### config.mk
export PLATFORM = sky130hd
export DESIGN_NAME = parallel_port_handshake_ctrl
export DESIGN_NICKNAME = d
export VERILOG_FILES = /design/src/shared/port_ctrl_pkg.sv /design/src/verilog/parallel_port_handshake_ctrl.sv
export VERILOG_INCLUDE_DIRS = /design/src /design/src/shared
export SDC_FILE = /design/constraint.sdc
export NUM_CORES = 1
export LEC_CHECK = 0
export ABC_AREA = 1
export ABC_CLOCK_PERIOD_IN_PS = 1900
export BUFFER_PORTS_ARGS = -buffer_cell sky130_fd_sc_hd__buf_2
export CORE_ASPECT_RATIO = 0.9
export CORE_MARGIN = 2
export CORE_UTILIZATION = 38
export DETAILED_ROUTE_END_ITERATION = 6
export PLACE_DENSITY = 0.54
export SLEW_MARGIN = 20
export SYNTH_ARGS = -nofsm -noshare
export SYNTH_HDL_FRONTEND = slang
export SYNTH_SLANG_ARGS = --single-unit
### constraint.sdc
create_clock -name mclk -period 1.9 [get_ports mclk]
set_input_delay 0.19 -clock mclk [delete_from_list [all_inputs] [get_ports mclk]]
set_output_delay 0.19 -clock mclk [all_outputs]
set_load 0.01 [all_outputs]
### src/shared/port_ctrl_map.svh
// How it works
// - Control word with low nibble 1111 sets mode from bits 7:6; bits 5:4 ignored
// - Output mode drives output register onto lines; read returns output register
// - Output mode data write raises ready; strobe rising edge clears it, interrupts
// - Input mode host read raises ready; strobe rise clears it and interrupts
// - Strobed input data is accepted whatever the ready state
// - Bidirectional only on port A; A handshake output side, B handshake input side, data on A lines
// - Bidirectional mode drives port A lines only while A strobe is low
// - After bit-control select, next control word is direction, 1 means input
// - Bit-control mode ignores strobe and holds ready low, except port B while port A is bidirectional
// - Bit-control read mixes live input lines and output register bits
// - Bit 7 sets enable; interrupts seen while disabled stay pending
// - Bit 4 clears pending interrupt; next control word becomes monitor mask
// - Bit 6 picks AND of all unmasked lines or OR of any
// - Bit 5 sets active level of monitored lines, 1 high
// - Mask bit 0 means line is monitored, 1 excludes it
// - Low nibble 0011 changes only the interrupt enable from bit 7
// - Ready rises on falling clock after output register write
// - Ready already high on output write drops briefly then rises again
// - Strobe high pulses seen on fewer than two rising clock edges raise no interrupt
// - Output register may be written before output mode is entered
// - Input strobe low loads register; ready follows strobe and read edges
// - Ready high during input read is forced low until request ends
// - Opcode fetch alone resets device on its release until a control word
// - Reset: input mode, all masked, enables and outputs cleared, lines float
// - Control word with bit 0 low stores vector bits 7:1
// - Chip enable and request select port by port select, control by c/d
`ifndef PORT_CTRL_MAP_SVH
`define PORT_CTRL_MAP_SVH
`define MODE_NIBBLE 4'hf
`define ENABLE_NIBBLE 4'h3
`define ICW_NIBBLE 4'h7
`define BIT_ENABLE 7
`define BIT_ANDOR 6
`define BIT_LEVEL 5
`define BIT_MASKNEXT 4
`define MASK_RESET 8'hff
`define DATA_RESET 8'h00
`define DIR_RESET 8'hff
`define MIN_STB_HIGH 2'h2
`endif

### src/shared/port_ctrl_pkg.sv
package port_ctrl_pkg;
    typedef enum logic [1:0] {
        MODE_OUT = 2'h0,
        MODE_IN = 2'h1,
        MODE_BIDIR = 2'h2,
        MODE_BITS = 2'h3
    } port_mode_t;
    // What the next control word will be taken as, one-hot
    typedef enum logic [2:0] {
        NEXT_CMD = 3'h1,
        NEXT_DIR = 3'h2,
        NEXT_MASK = 3'h4
    } next_word_t;
    typedef struct packed {
        logic enable;
        logic and_sel;
        logic level_high;
        logic [7:0] mask;
        logic [7:0] dir;
        logic [6:0] vector;
    } port_cfg_t;
endpackage

### src/verilog/parallel_port_handshake_ctrl.sv
`timescale 1ns/100ps
`include "port_ctrl_map.svh"
module parallel_port_handshake_ctrl #(
    parameter int WIDTH = 8
) (
    // Clock and reset
    input wire logic mclk,
    input wire logic rst_n,
    // Host bus
    input wire logic chip_enable_n,
    input wire logic io_request_n,
    input wire logic read_n,
    input wire logic opcode_fetch_cycle_n,
    input wire logic port_sel_b,
    input wire logic ctrl_sel,
    input wire logic [7:0] host_wdata,
    output logic [7:0] host_rdata,
    output logic host_rdata_oe,
    // Interrupt request, active low drive to open drain
    output logic int_req_n,
    output logic int_req_oe,
    // Port A lines
    input wire logic [WIDTH-1:0] port_a_in,
    output logic [WIDTH-1:0] port_a_out,
    output logic [WIDTH-1:0] port_a_oe,
    input wire logic port_a_strobe_in,
    output logic port_a_ready,
    // Port B lines
    input wire logic [WIDTH-1:0] port_b_in,
    output logic [WIDTH-1:0] port_b_out,
    output logic [WIDTH-1:0] port_b_oe,
    input wire logic port_b_strobe_in,
    output logic port_b_ready
);
    initial begin
        if (WIDTH != 8) $error("WIDTH must be 8");
    end

    port_ctrl_pkg::port_mode_t mode_r [2];
    port_ctrl_pkg::next_word_t next_r [2];
    port_ctrl_pkg::port_cfg_t cfg_r [2];
    logic [7:0] out_r [2];
    logic [7:0] in_r [2];
    logic [1:0] ready_r;
    logic [1:0] pend_r;
    logic [1:0] stb_d_r;
    logic [1:0] stb_hi_r [2];
    logic [1:0] mon_d_r;
    logic held_r;
    logic fetch_lone_r;
    logic io_d_r;
    logic rd_d_r;
    logic wsel_r;
    logic rsel_r;
    logic wdata_cyc_r;

    logic access;
    logic wr_cyc;
    logic rd_cyc;
    logic psel;
    logic [1:0] stb;
    logic [1:0] stb_rise;
    logic [1:0] mon;
    logic [7:0] lines [2];
    logic soft_reset;
    logic io_rise;

    // Port-select decode, request taken with chip enable
    assign access = !chip_enable_n && !io_request_n && opcode_fetch_cycle_n;
    assign wr_cyc = access && read_n;
    assign rd_cyc = access && !read_n;
    assign psel = port_sel_b;
    assign stb[0] = !port_a_strobe_in;
    assign stb[1] = !port_b_strobe_in;
    assign lines[0] = port_a_in;
    assign lines[1] = port_b_in;
    assign io_rise = !io_d_r && io_request_n;

    // Monitor equation for one port
    function automatic logic monitor(input port_ctrl_pkg::port_cfg_t c, input logic [7:0] d);
        logic [7:0] act;
        act = (c.level_high ? d : ~d) | c.mask;
        if (c.and_sel) begin
            monitor = (&act) && (c.mask != `MASK_RESET);
        end else begin
            monitor = |(act & ~c.mask);
        end
    endfunction

    // Read mix for bit-control mode
    function automatic logic [7:0] mix(input logic [7:0] dir, input logic [7:0] o, input logic [7:0] i);
        mix = (dir & i) | (~dir & o);
    endfunction

    assign mon[0] = (mode_r[0] == port_ctrl_pkg::MODE_BITS) && monitor(cfg_r[0], port_a_in);
    assign mon[1] = (mode_r[1] == port_ctrl_pkg::MODE_BITS) && monitor(cfg_r[1], port_b_in);

    // Lone opcode fetch arms a reset taken at its release
    assign soft_reset = fetch_lone_r && opcode_fetch_cycle_n;

    // Bus edge trackers
    always_ff @(posedge mclk) begin
        if (!rst_n) begin
            io_d_r <= 1'b1;
            rd_d_r <= 1'b1;
            wsel_r <= 1'b0;
            rsel_r <= 1'b0;
            wdata_cyc_r <= 1'b0;
            fetch_lone_r <= 1'b0;
        end else begin
            io_d_r <= io_request_n;
            rd_d_r <= read_n || io_request_n;
            if (access) begin
                wsel_r <= psel;
                rsel_r <= psel;
            end
            wdata_cyc_r <= wr_cyc && !ctrl_sel;
            if (!opcode_fetch_cycle_n) begin
                fetch_lone_r <= read_n && io_request_n;
            end else begin
                fetch_lone_r <= 1'b0;
            end
        end
    end

    // Held in reset until a control word is written
    always_ff @(posedge mclk) begin
        if (!rst_n || soft_reset) begin
            held_r <= 1'b1;
        end else if (wr_cyc && ctrl_sel) begin
            held_r <= 1'b0;
        end
    end

    // Control word decode per port
    always_ff @(posedge mclk) begin
        for (int p = 0; p < 2; p++) begin
            if (!rst_n || soft_reset) begin
                mode_r[p] <= port_ctrl_pkg::MODE_IN;
                next_r[p] <= port_ctrl_pkg::NEXT_CMD;
                cfg_r[p].enable <= 1'b0;
                cfg_r[p].and_sel <= 1'b0;
                cfg_r[p].level_high <= 1'b0;
                cfg_r[p].mask <= `MASK_RESET;
                cfg_r[p].dir <= `DIR_RESET;
                // Vector kept across the lone-fetch reset only
                if (!rst_n) cfg_r[p].vector <= 7'h00;
            end else if (wr_cyc && ctrl_sel && (psel == p[0])) begin
                case (next_r[p])
                    port_ctrl_pkg::NEXT_DIR: begin
                        cfg_r[p].dir <= host_wdata;
                        next_r[p] <= port_ctrl_pkg::NEXT_CMD;
                    end
                    port_ctrl_pkg::NEXT_MASK: begin
                        cfg_r[p].mask <= host_wdata;
                        next_r[p] <= port_ctrl_pkg::NEXT_CMD;
                    end
                    default: begin
                        if (host_wdata[3:0] == `MODE_NIBBLE) begin
                            // Port B cannot take bidirectional mode
                            if (!(p == 1 && host_wdata[7:6] == 2'h2)) begin
                                mode_r[p] <= port_ctrl_pkg::port_mode_t'(host_wdata[7:6]);
                            end
                            if (host_wdata[7:6] == 2'h3) next_r[p] <= port_ctrl_pkg::NEXT_DIR;
                        end else if (host_wdata[3:0] == `ENABLE_NIBBLE) begin
                            cfg_r[p].enable <= host_wdata[`BIT_ENABLE];
                        end else if (host_wdata[3:0] == `ICW_NIBBLE) begin
                            cfg_r[p].enable <= host_wdata[`BIT_ENABLE];
                            cfg_r[p].and_sel <= host_wdata[`BIT_ANDOR];
                            cfg_r[p].level_high <= host_wdata[`BIT_LEVEL];
                            if (host_wdata[`BIT_MASKNEXT]) next_r[p] <= port_ctrl_pkg::NEXT_MASK;
                        end else if (!host_wdata[0]) begin
                            cfg_r[p].vector <= host_wdata[7:1];
                        end
                    end
                endcase
            end
        end
    end

    // Output registers, writable in any mode once out of reset
    always_ff @(posedge mclk) begin
        for (int p = 0; p < 2; p++) begin
            if (!rst_n || soft_reset) begin
                out_r[p] <= `DATA_RESET;
            end else if (wr_cyc && !ctrl_sel && psel == p[0] && !held_r) begin
                out_r[p] <= host_wdata;
            end
        end
    end

    // Input registers load while strobe low, ready ignored
    always_ff @(posedge mclk) begin
        if (!rst_n) begin
            in_r[0] <= `DATA_RESET;
            in_r[1] <= `DATA_RESET;
        end else begin
            if (mode_r[0] == port_ctrl_pkg::MODE_IN && stb[0]) in_r[0] <= port_a_in;
            if (mode_r[0] == port_ctrl_pkg::MODE_BIDIR && stb[1]) in_r[0] <= port_a_in;
            if (mode_r[1] == port_ctrl_pkg::MODE_IN && stb[1]) in_r[1] <= port_b_in;
            // Bit-control inputs sampled until the read begins
            if (mode_r[0] == port_ctrl_pkg::MODE_BITS && rd_d_r) in_r[0] <= port_a_in;
            if (mode_r[1] == port_ctrl_pkg::MODE_BITS && rd_d_r) in_r[1] <= port_b_in;
        end
    end

    // Strobe edge tracking with high-time filter
    always_ff @(posedge mclk) begin
        for (int p = 0; p < 2; p++) begin
            if (!rst_n) begin
                stb_d_r[p] <= 1'b0;
                stb_hi_r[p] <= `MIN_STB_HIGH; // Saturated, so an idle strobe gives no event
                mon_d_r[p] <= 1'b0;
            end else begin
                stb_d_r[p] <= stb[p];
                mon_d_r[p] <= mon[p];
                if (stb[p]) begin
                    stb_hi_r[p] <= 2'h0;
                end else if (stb_hi_r[p] != `MIN_STB_HIGH) begin
                    stb_hi_r[p] <= stb_hi_r[p] + 2'h1;
                end
            end
        end
    end
    assign stb_rise[0] = stb_d_r[0] && !stb[0];
    assign stb_rise[1] = stb_d_r[1] && !stb[1];

    // Pending interrupts: qualified strobe edge or monitor rising
    always_ff @(posedge mclk) begin
        for (int p = 0; p < 2; p++) begin
            logic ev;
            logic hs;
            ev = 1'b0;
            // Counted once the strobe has stayed high; a looped ready pulse is too short
            hs = !stb[p] && stb_hi_r[p] == (`MIN_STB_HIGH - 2'h1) && opcode_fetch_cycle_n;
            if (mode_r[p] != port_ctrl_pkg::MODE_BITS && hs) ev = 1'b1;
            if (mode_r[p] == port_ctrl_pkg::MODE_BITS && mon[p] && !mon_d_r[p] && opcode_fetch_cycle_n) ev = 1'b1;
            if (!rst_n || soft_reset) begin
                pend_r[p] <= 1'b0;
            end else if (ev) begin
                pend_r[p] <= 1'b1;
            end else if (wr_cyc && ctrl_sel && psel == p[0] && next_r[p] == port_ctrl_pkg::NEXT_CMD
                         && host_wdata[3:0] == `ICW_NIBBLE && host_wdata[`BIT_MASKNEXT]) begin
                pend_r[p] <= 1'b0;
            end
        end
    end

    // Ready lines update on falling mclk edges
    always_ff @(negedge mclk) begin
        if (!rst_n || soft_reset) begin
            ready_r <= 2'h0;
        end else begin
            for (int p = 0; p < 2; p++) begin
                logic out_side;
                logic in_side;
                out_side = (mode_r[p] == port_ctrl_pkg::MODE_OUT) || (p == 0 && mode_r[0] == port_ctrl_pkg::MODE_BIDIR);
                in_side = (mode_r[p] == port_ctrl_pkg::MODE_IN) || (p == 1 && mode_r[0] == port_ctrl_pkg::MODE_BIDIR);
                if (p == 0 && mode_r[0] == port_ctrl_pkg::MODE_BITS) begin
                    ready_r[p] <= 1'b0;
                end else if (p == 1 && mode_r[1] == port_ctrl_pkg::MODE_BITS && mode_r[0] != port_ctrl_pkg::MODE_BIDIR) begin
                    ready_r[p] <= 1'b0;
                end else if (out_side && wdata_cyc_r && wsel_r == p[0]) begin
                    ready_r[p] <= 1'b1;
                end else if (out_side && wr_cyc && !ctrl_sel && psel == p[0] && ready_r[p]) begin
                    ready_r[p] <= 1'b0;
                end else if (in_side && rd_cyc && (p == 1 ? (mode_r[0] == port_ctrl_pkg::MODE_BIDIR ? !psel : psel) : !psel)) begin
                    ready_r[p] <= 1'b0;
                end else if (in_side && io_rise && !rd_d_r
                             && rsel_r == (p == 1 && mode_r[0] != port_ctrl_pkg::MODE_BIDIR)) begin
                    ready_r[p] <= 1'b1;
                end else if (stb_rise[p] && (out_side || in_side)) begin
                    ready_r[p] <= 1'b0;
                end
            end
        end
    end

    // Host read data and interrupt output
    always_ff @(posedge mclk) begin
        if (!rst_n) begin
            host_rdata <= 8'h00;
            host_rdata_oe <= 1'b0;
            int_req_n <= 1'b1;
            int_req_oe <= 1'b0;
        end else begin
            host_rdata_oe <= rd_cyc && !ctrl_sel;
            if (access && !read_n) begin
                case (mode_r[psel])
                    port_ctrl_pkg::MODE_OUT: host_rdata <= out_r[psel];
                    port_ctrl_pkg::MODE_BITS: host_rdata <= mix(cfg_r[psel].dir, out_r[psel], in_r[psel]);
                    port_ctrl_pkg::MODE_BIDIR: host_rdata <= stb[0] ? out_r[0] : in_r[0];
                    default: host_rdata <= in_r[psel];
                endcase
            end else if (!io_request_n && !opcode_fetch_cycle_n) begin
                host_rdata <= {(pend_r[0] && cfg_r[0].enable) ? cfg_r[0].vector : cfg_r[1].vector, 1'b0};
                host_rdata_oe <= 1'b1;
            end
            int_req_oe <= (pend_r[0] && cfg_r[0].enable) || (pend_r[1] && cfg_r[1].enable);
            int_req_n <= 1'b0;
        end
    end

    // Port line drivers
    always_ff @(posedge mclk) begin
        if (!rst_n || soft_reset) begin
            port_a_out <= `DATA_RESET;
            port_a_oe <= 8'h00;
            port_b_out <= `DATA_RESET;
            port_b_oe <= 8'h00;
        end else begin
            port_a_out <= out_r[0];
            port_b_out <= out_r[1];
            case (mode_r[0])
                port_ctrl_pkg::MODE_OUT: port_a_oe <= 8'hff;
                port_ctrl_pkg::MODE_BIDIR: port_a_oe <= stb[0] ? 8'hff : 8'h00;
                port_ctrl_pkg::MODE_BITS: port_a_oe <= ~cfg_r[0].dir;
                default: port_a_oe <= 8'h00;
            endcase
            case (mode_r[1])
                port_ctrl_pkg::MODE_OUT: port_b_oe <= 8'hff;
                port_ctrl_pkg::MODE_BITS: port_b_oe <= ~cfg_r[1].dir;
                default: port_b_oe <= 8'h00;
            endcase
        end
    end

    assign port_a_ready = ready_r[0];
    assign port_b_ready = ready_r[1];
endmodule

-- After elaboration in Yosys (flattened, before gate mapping)
Memory sizes are Yosys's and may differ from the RTL's. A register that Yosys moved wholly into a read port is not among the register bits.
Index checks and enable logic that the tools add are counted.
Widths: inputs -> output; s select.
- register bits after elaboration: 49
- memory bits (writable): 98
- output and inout port bits: 45
- memories kept: 6
- memories (memory ; depth ; width ; read ports ; clocked after Yosys merged registers in ; wr ports ; line ; source):
    cfg_r ; 2 ; 26 ; 3 ; 0 ; 2 ; parallel_port_handshake_ctrl.sv:41 ; port_ctrl_pkg::port_cfg_t cfg_r [2];
    in_r ; 2 ; 8 ; 2 ; 0 ; 2 ; parallel_port_handshake_ctrl.sv:43 ; logic [7:0] in_r [2];
    out_r ; 2 ; 8 ; 3 ; 1 ; 2 ; parallel_port_handshake_ctrl.sv:42 ; logic [7:0] out_r [2];
    next_r ; 2 ; 3 ; 2 ; 0 ; 2 ; parallel_port_handshake_ctrl.sv:40 ; port_ctrl_pkg::next_word_t next_r [2];
    mode_r ; 2 ; 2 ; 3 ; 0 ; 2 ; parallel_port_handshake_ctrl.sv:39 ; port_ctrl_pkg::port_mode_t mode_r [2];
    stb_hi_r ; 2 ; 2 ; 2 ; 0 ; 2 ; parallel_port_handshake_ctrl.sv:47 ; logic [1:0] stb_hi_r [2];
- $add $sub $neg: 2
- eq/ne operators: 28
- mux-type cells: 190
- bitwise operators: 52
- reductions and logical operators: 111
- operators by type and width (operator ; count):
    $mux 1 ; 153
    $mux 8 ; 17
    $logic_and 1x1->1 ; 73
    $not 8->8 ; 7
    $pmux 8 s3 ; 2
    $or 1x1->1 ; 35
    $and 8x8->8 ; 4
    $mux 3 ; 8
    $or 8x8->8 ; 3
    $mux 7 ; 3
    $ne 8x8->1 const B ; 2
    $pmux 8 s2 ; 1
    $reduce_and 8->1 ; 2
    $reduce_or 8->1 ; 2
    $eq 2x2->1 const B ; 7
    $logic_not 1->1 ; 14
    $mux 2 ; 6
    $ne 2x2->1 const B ; 5
    $reduce_bool 5->1 ; 2
    $reduce_or 2->1 ; 5
    $eq 2x1->1 const B ; 4
    $logic_or 1x1->1 ; 7
    $eq 3x1->1 const B ; 2
    $eq 3x2->1 const B ; 2
    9 further kinds ; 17

-- Logic depth before layout (Yosys ltp)
- depth in word-level cells: 13
- gate-level depth with buffers: 13
- depth with buffers taken out: 12

==> impl_results.md <==
* Register Area at approximately 4100 um^2
* Placed Instance Area at 8790 um^2
* Largest net degree at the start of global routing at 36
* Synth Net Count at 932
* Routed Antenna Nets at 0
* Filler instances at about 1,900
* Post-DP HPWL at 16.3 mm
* Crit-path cells: nor2_4 > nor2_2 > inv_1 > nand4_1 > a21oi_2 > nand2_1 > a21oi_2
* Peak supply drop at 0.444 mV
* Finished Layout Cells at 1,331
* Hold_sp: rst_n
* GRT Total Usage at 21.5%
* Largest stage delay, worst path at 480 ps
* Chip Height at 136 um
* Routability congestion estimate from global placement at 0.906
* YS warnings at 0
* Max FO, Critical Path at 6
* Worst Tran Pin Value at 559 ps
* Worst setup SP type: flip-flop
* Placed cell count at 1,291
* Area occupied by multi-input gates at about 2800 um^2
* Final Instance Area at 9510 um^2
* Tightest slew margin relative to the limit at 62.7%
* Clock-pin slew on the worst setup and hold paths at 60 ps
* Fin worst setup slack at -320 ps
* Synth area leaders: edfxtp_1 40%, dfxtp_1 15%, nand2_1 12%
* Layout Nets at 1,109
* DR vias/cell at a little under 5
* Hold Vio Cnt, Final at 0
* Initial DRC count at between 400 and 500
* Crit path DAT at 1650 ps
* Number of global-route vias before repair at 5,995
* Status: finished with violations
* First-pass GRT wire length at ~33 mm
* Layout cells sized above 1 at between 20% and 30%
* CP Launch Point: mode_r[0][0]$_SDFFCE_PN1P_
* DRC at 0
* Root buf cell: clkbuf_16
* Most common cell after layout, fill and taps aside: nand2_1
* Post-synthesis instance area at 7390 um^2
* Pre-CTS setup slack at -330 ps
* LEAKAGE at 0.00437 uW
* Drt pass-1 iters at 5
* CTS tree: done
* Initial Utilization at 38.7%
* Syn Inst Count at 891
* Final WL at 21.4 mm
* Critical path class: flip-flop to flip-flop
* Wire per inst at 16.1 um
* Port buffer count at 78
* Hold Path Class: input pin to flip-flop
* CTS sink cnt at approximately 160
* Initial antenna violation count at 0
* Total Power at 7860 uW
* Max-slew violation count at 0
* Commonest non-fill, non-tap cells in the layout: 227 x nand2_1, 135 x nor2_1, 120 x inv_1
* GRT overflow at 0
* Clock buffer depth at 2
* Synthesized flop and latch total at between 150 and 200
* Die X at 151 um
* Worst r2r src: mode_r[0][0]$_SDFFCE_PN1P_
* Worst Skew at 37.2 ps
* Area grow syn2layout at 28.7%
* Post-Syn Area per Cell at 8.30 um^2
* Worst hold slack at 63.5 ps
* CP max stage cell: edfxtp_1
* Core Rows at 48
* Register area share after synthesis at 55.2%
* CTS Buf Count at 17
* Post-synth top area share at roughly 40%
* Worst path most repeated cell: a21oi_2
* Max Cap Viol at 0
* Pwr Density at 826 nW/um^2
* Die area at 20,600 um^2
* Htree depth at 4
* Synth cell types at 37
* Critical path capture point type: flip-flop
* RSZ-0062 raised after global routing: yes
* Clock latency on the worst-skew pair at roughly 450 ps
* Req. time, crit path at 1330 ps
* CORE AREA at 19,100 um^2
* # IOs at 79
* Vias at 6,476
* Failing checks: setup timing
* Biggest area consumer among synthesized cells: edfxtp_1
* Final setup vio count at 4
* N_diodes at 0
-- routing by layer --
metal,track usage (%),vias up,routed length (um)
met2,32.4,212,9320
li1,-,3229,-
met1,31.3,3011,10100
met5,0,-,0
met4,7.17,0,529
met3,3.89,24,1460
-- sequential cells by signal, indices dropped and copies added, names as in the netlist, 4 cells and up --
name	cells
port_b_out	8
host_rdata	8
out_r	16
in_r	16
next_r	6
cfg_r	52
port_a_oe	8
port_b_oe	8
mode_r	4
stb_hi_r	4
port_a_out	8
-- metrics by stage --
step,TNS (ps),util [%]
after global routing,-1470,49.8
after CTS,-822,49.4
after global placement,-744,46.0
final,-893,49.8
after detailed placement,-941,46.0
after floorplan,-318,-
-- final timing paths --
check                                    end  slack, ps  cells past startpoint
setup reg to reg     ready_r[1]$_SDFFE_NP0P_       -320                      7
setup / recovery     ready_r[1]$_SDFFE_NP0P_       -320                      7
hold reg to reg          held_r$_SDFFE_PP1N_        470                      2
hold / removal    host_rdata[2]$_SDFFE_PN0P_         60                      3
-- where the power goes --
part | internal [uW] | total, uW | switching (uW)
logic | 274 | 746 | 472
clock network | 1980 | 3350 | 1370
registers | 3700 | 3760 | 65.3
-- cells by family after synthesis --
| logic type | after synthesis | share of synthesized area (%) |
|---|---|---|
| AO/OA/AOI/OAI | 109 | 8.65 |
| adder cells (fa/ha/maj) | 7 | 1.18 |
| buffers and inverters | 156 | 8.12 |
| flip-flops | 155 | 55.2 |
| multiplexers | 6 | 0.812 |
| AND/OR/NAND/NOR | 458 | 26.0 |
-- Yosys cell counts, drive strengths merged --
cell type and count:
a211oi 2, dfxtp 57, a32oi 1, clkinv 7, clkbuf 11, o2111ai 2, nand3b 2, a31oi 3
o31ai 4, nand2 232, buf 10, ha 7, or2 5, nor4 2, mux2i 6, edfxtp 98
nand4 11, o21ai 45, inv 128, o211ai 12, o21bai 2, a22oi 1, nor2 149, nor3 6
a21oi 37, nand3 51
-- layout make-up --
class / count / share of cell area [%]
clock buffer: 24 / 5.63
clock inverter: 10 / 0.605
inverter: 134 / 5.37
multi-input combinational: 581 / 29.3
sequential: 155 / 42.9
tap: 250 / 3.29
timing repair buffer: 177 / 12.9
-- what timing repair did --
action                                  4_1_cts  5_1_grt
pin swaps                                     2       10
hold buffers                                  1        0
resized for setup                            11       16
buffers inserted                              2        4
endpoints found under the setup margin        4       12
gates cloned                                  0        1
endpoints found under the hold margin         1        0
-- worst max-delay path: cells and delay by family (launching register included) --
family / cells / cell delay, ps
flip-flops: 1 / 480
AND/OR/NAND/NOR: 4 / 440
AO/OA/AOI/OAI: 2 / 260
buffers and inverters: 1 / 60
(Power assumes the default switching activity.)
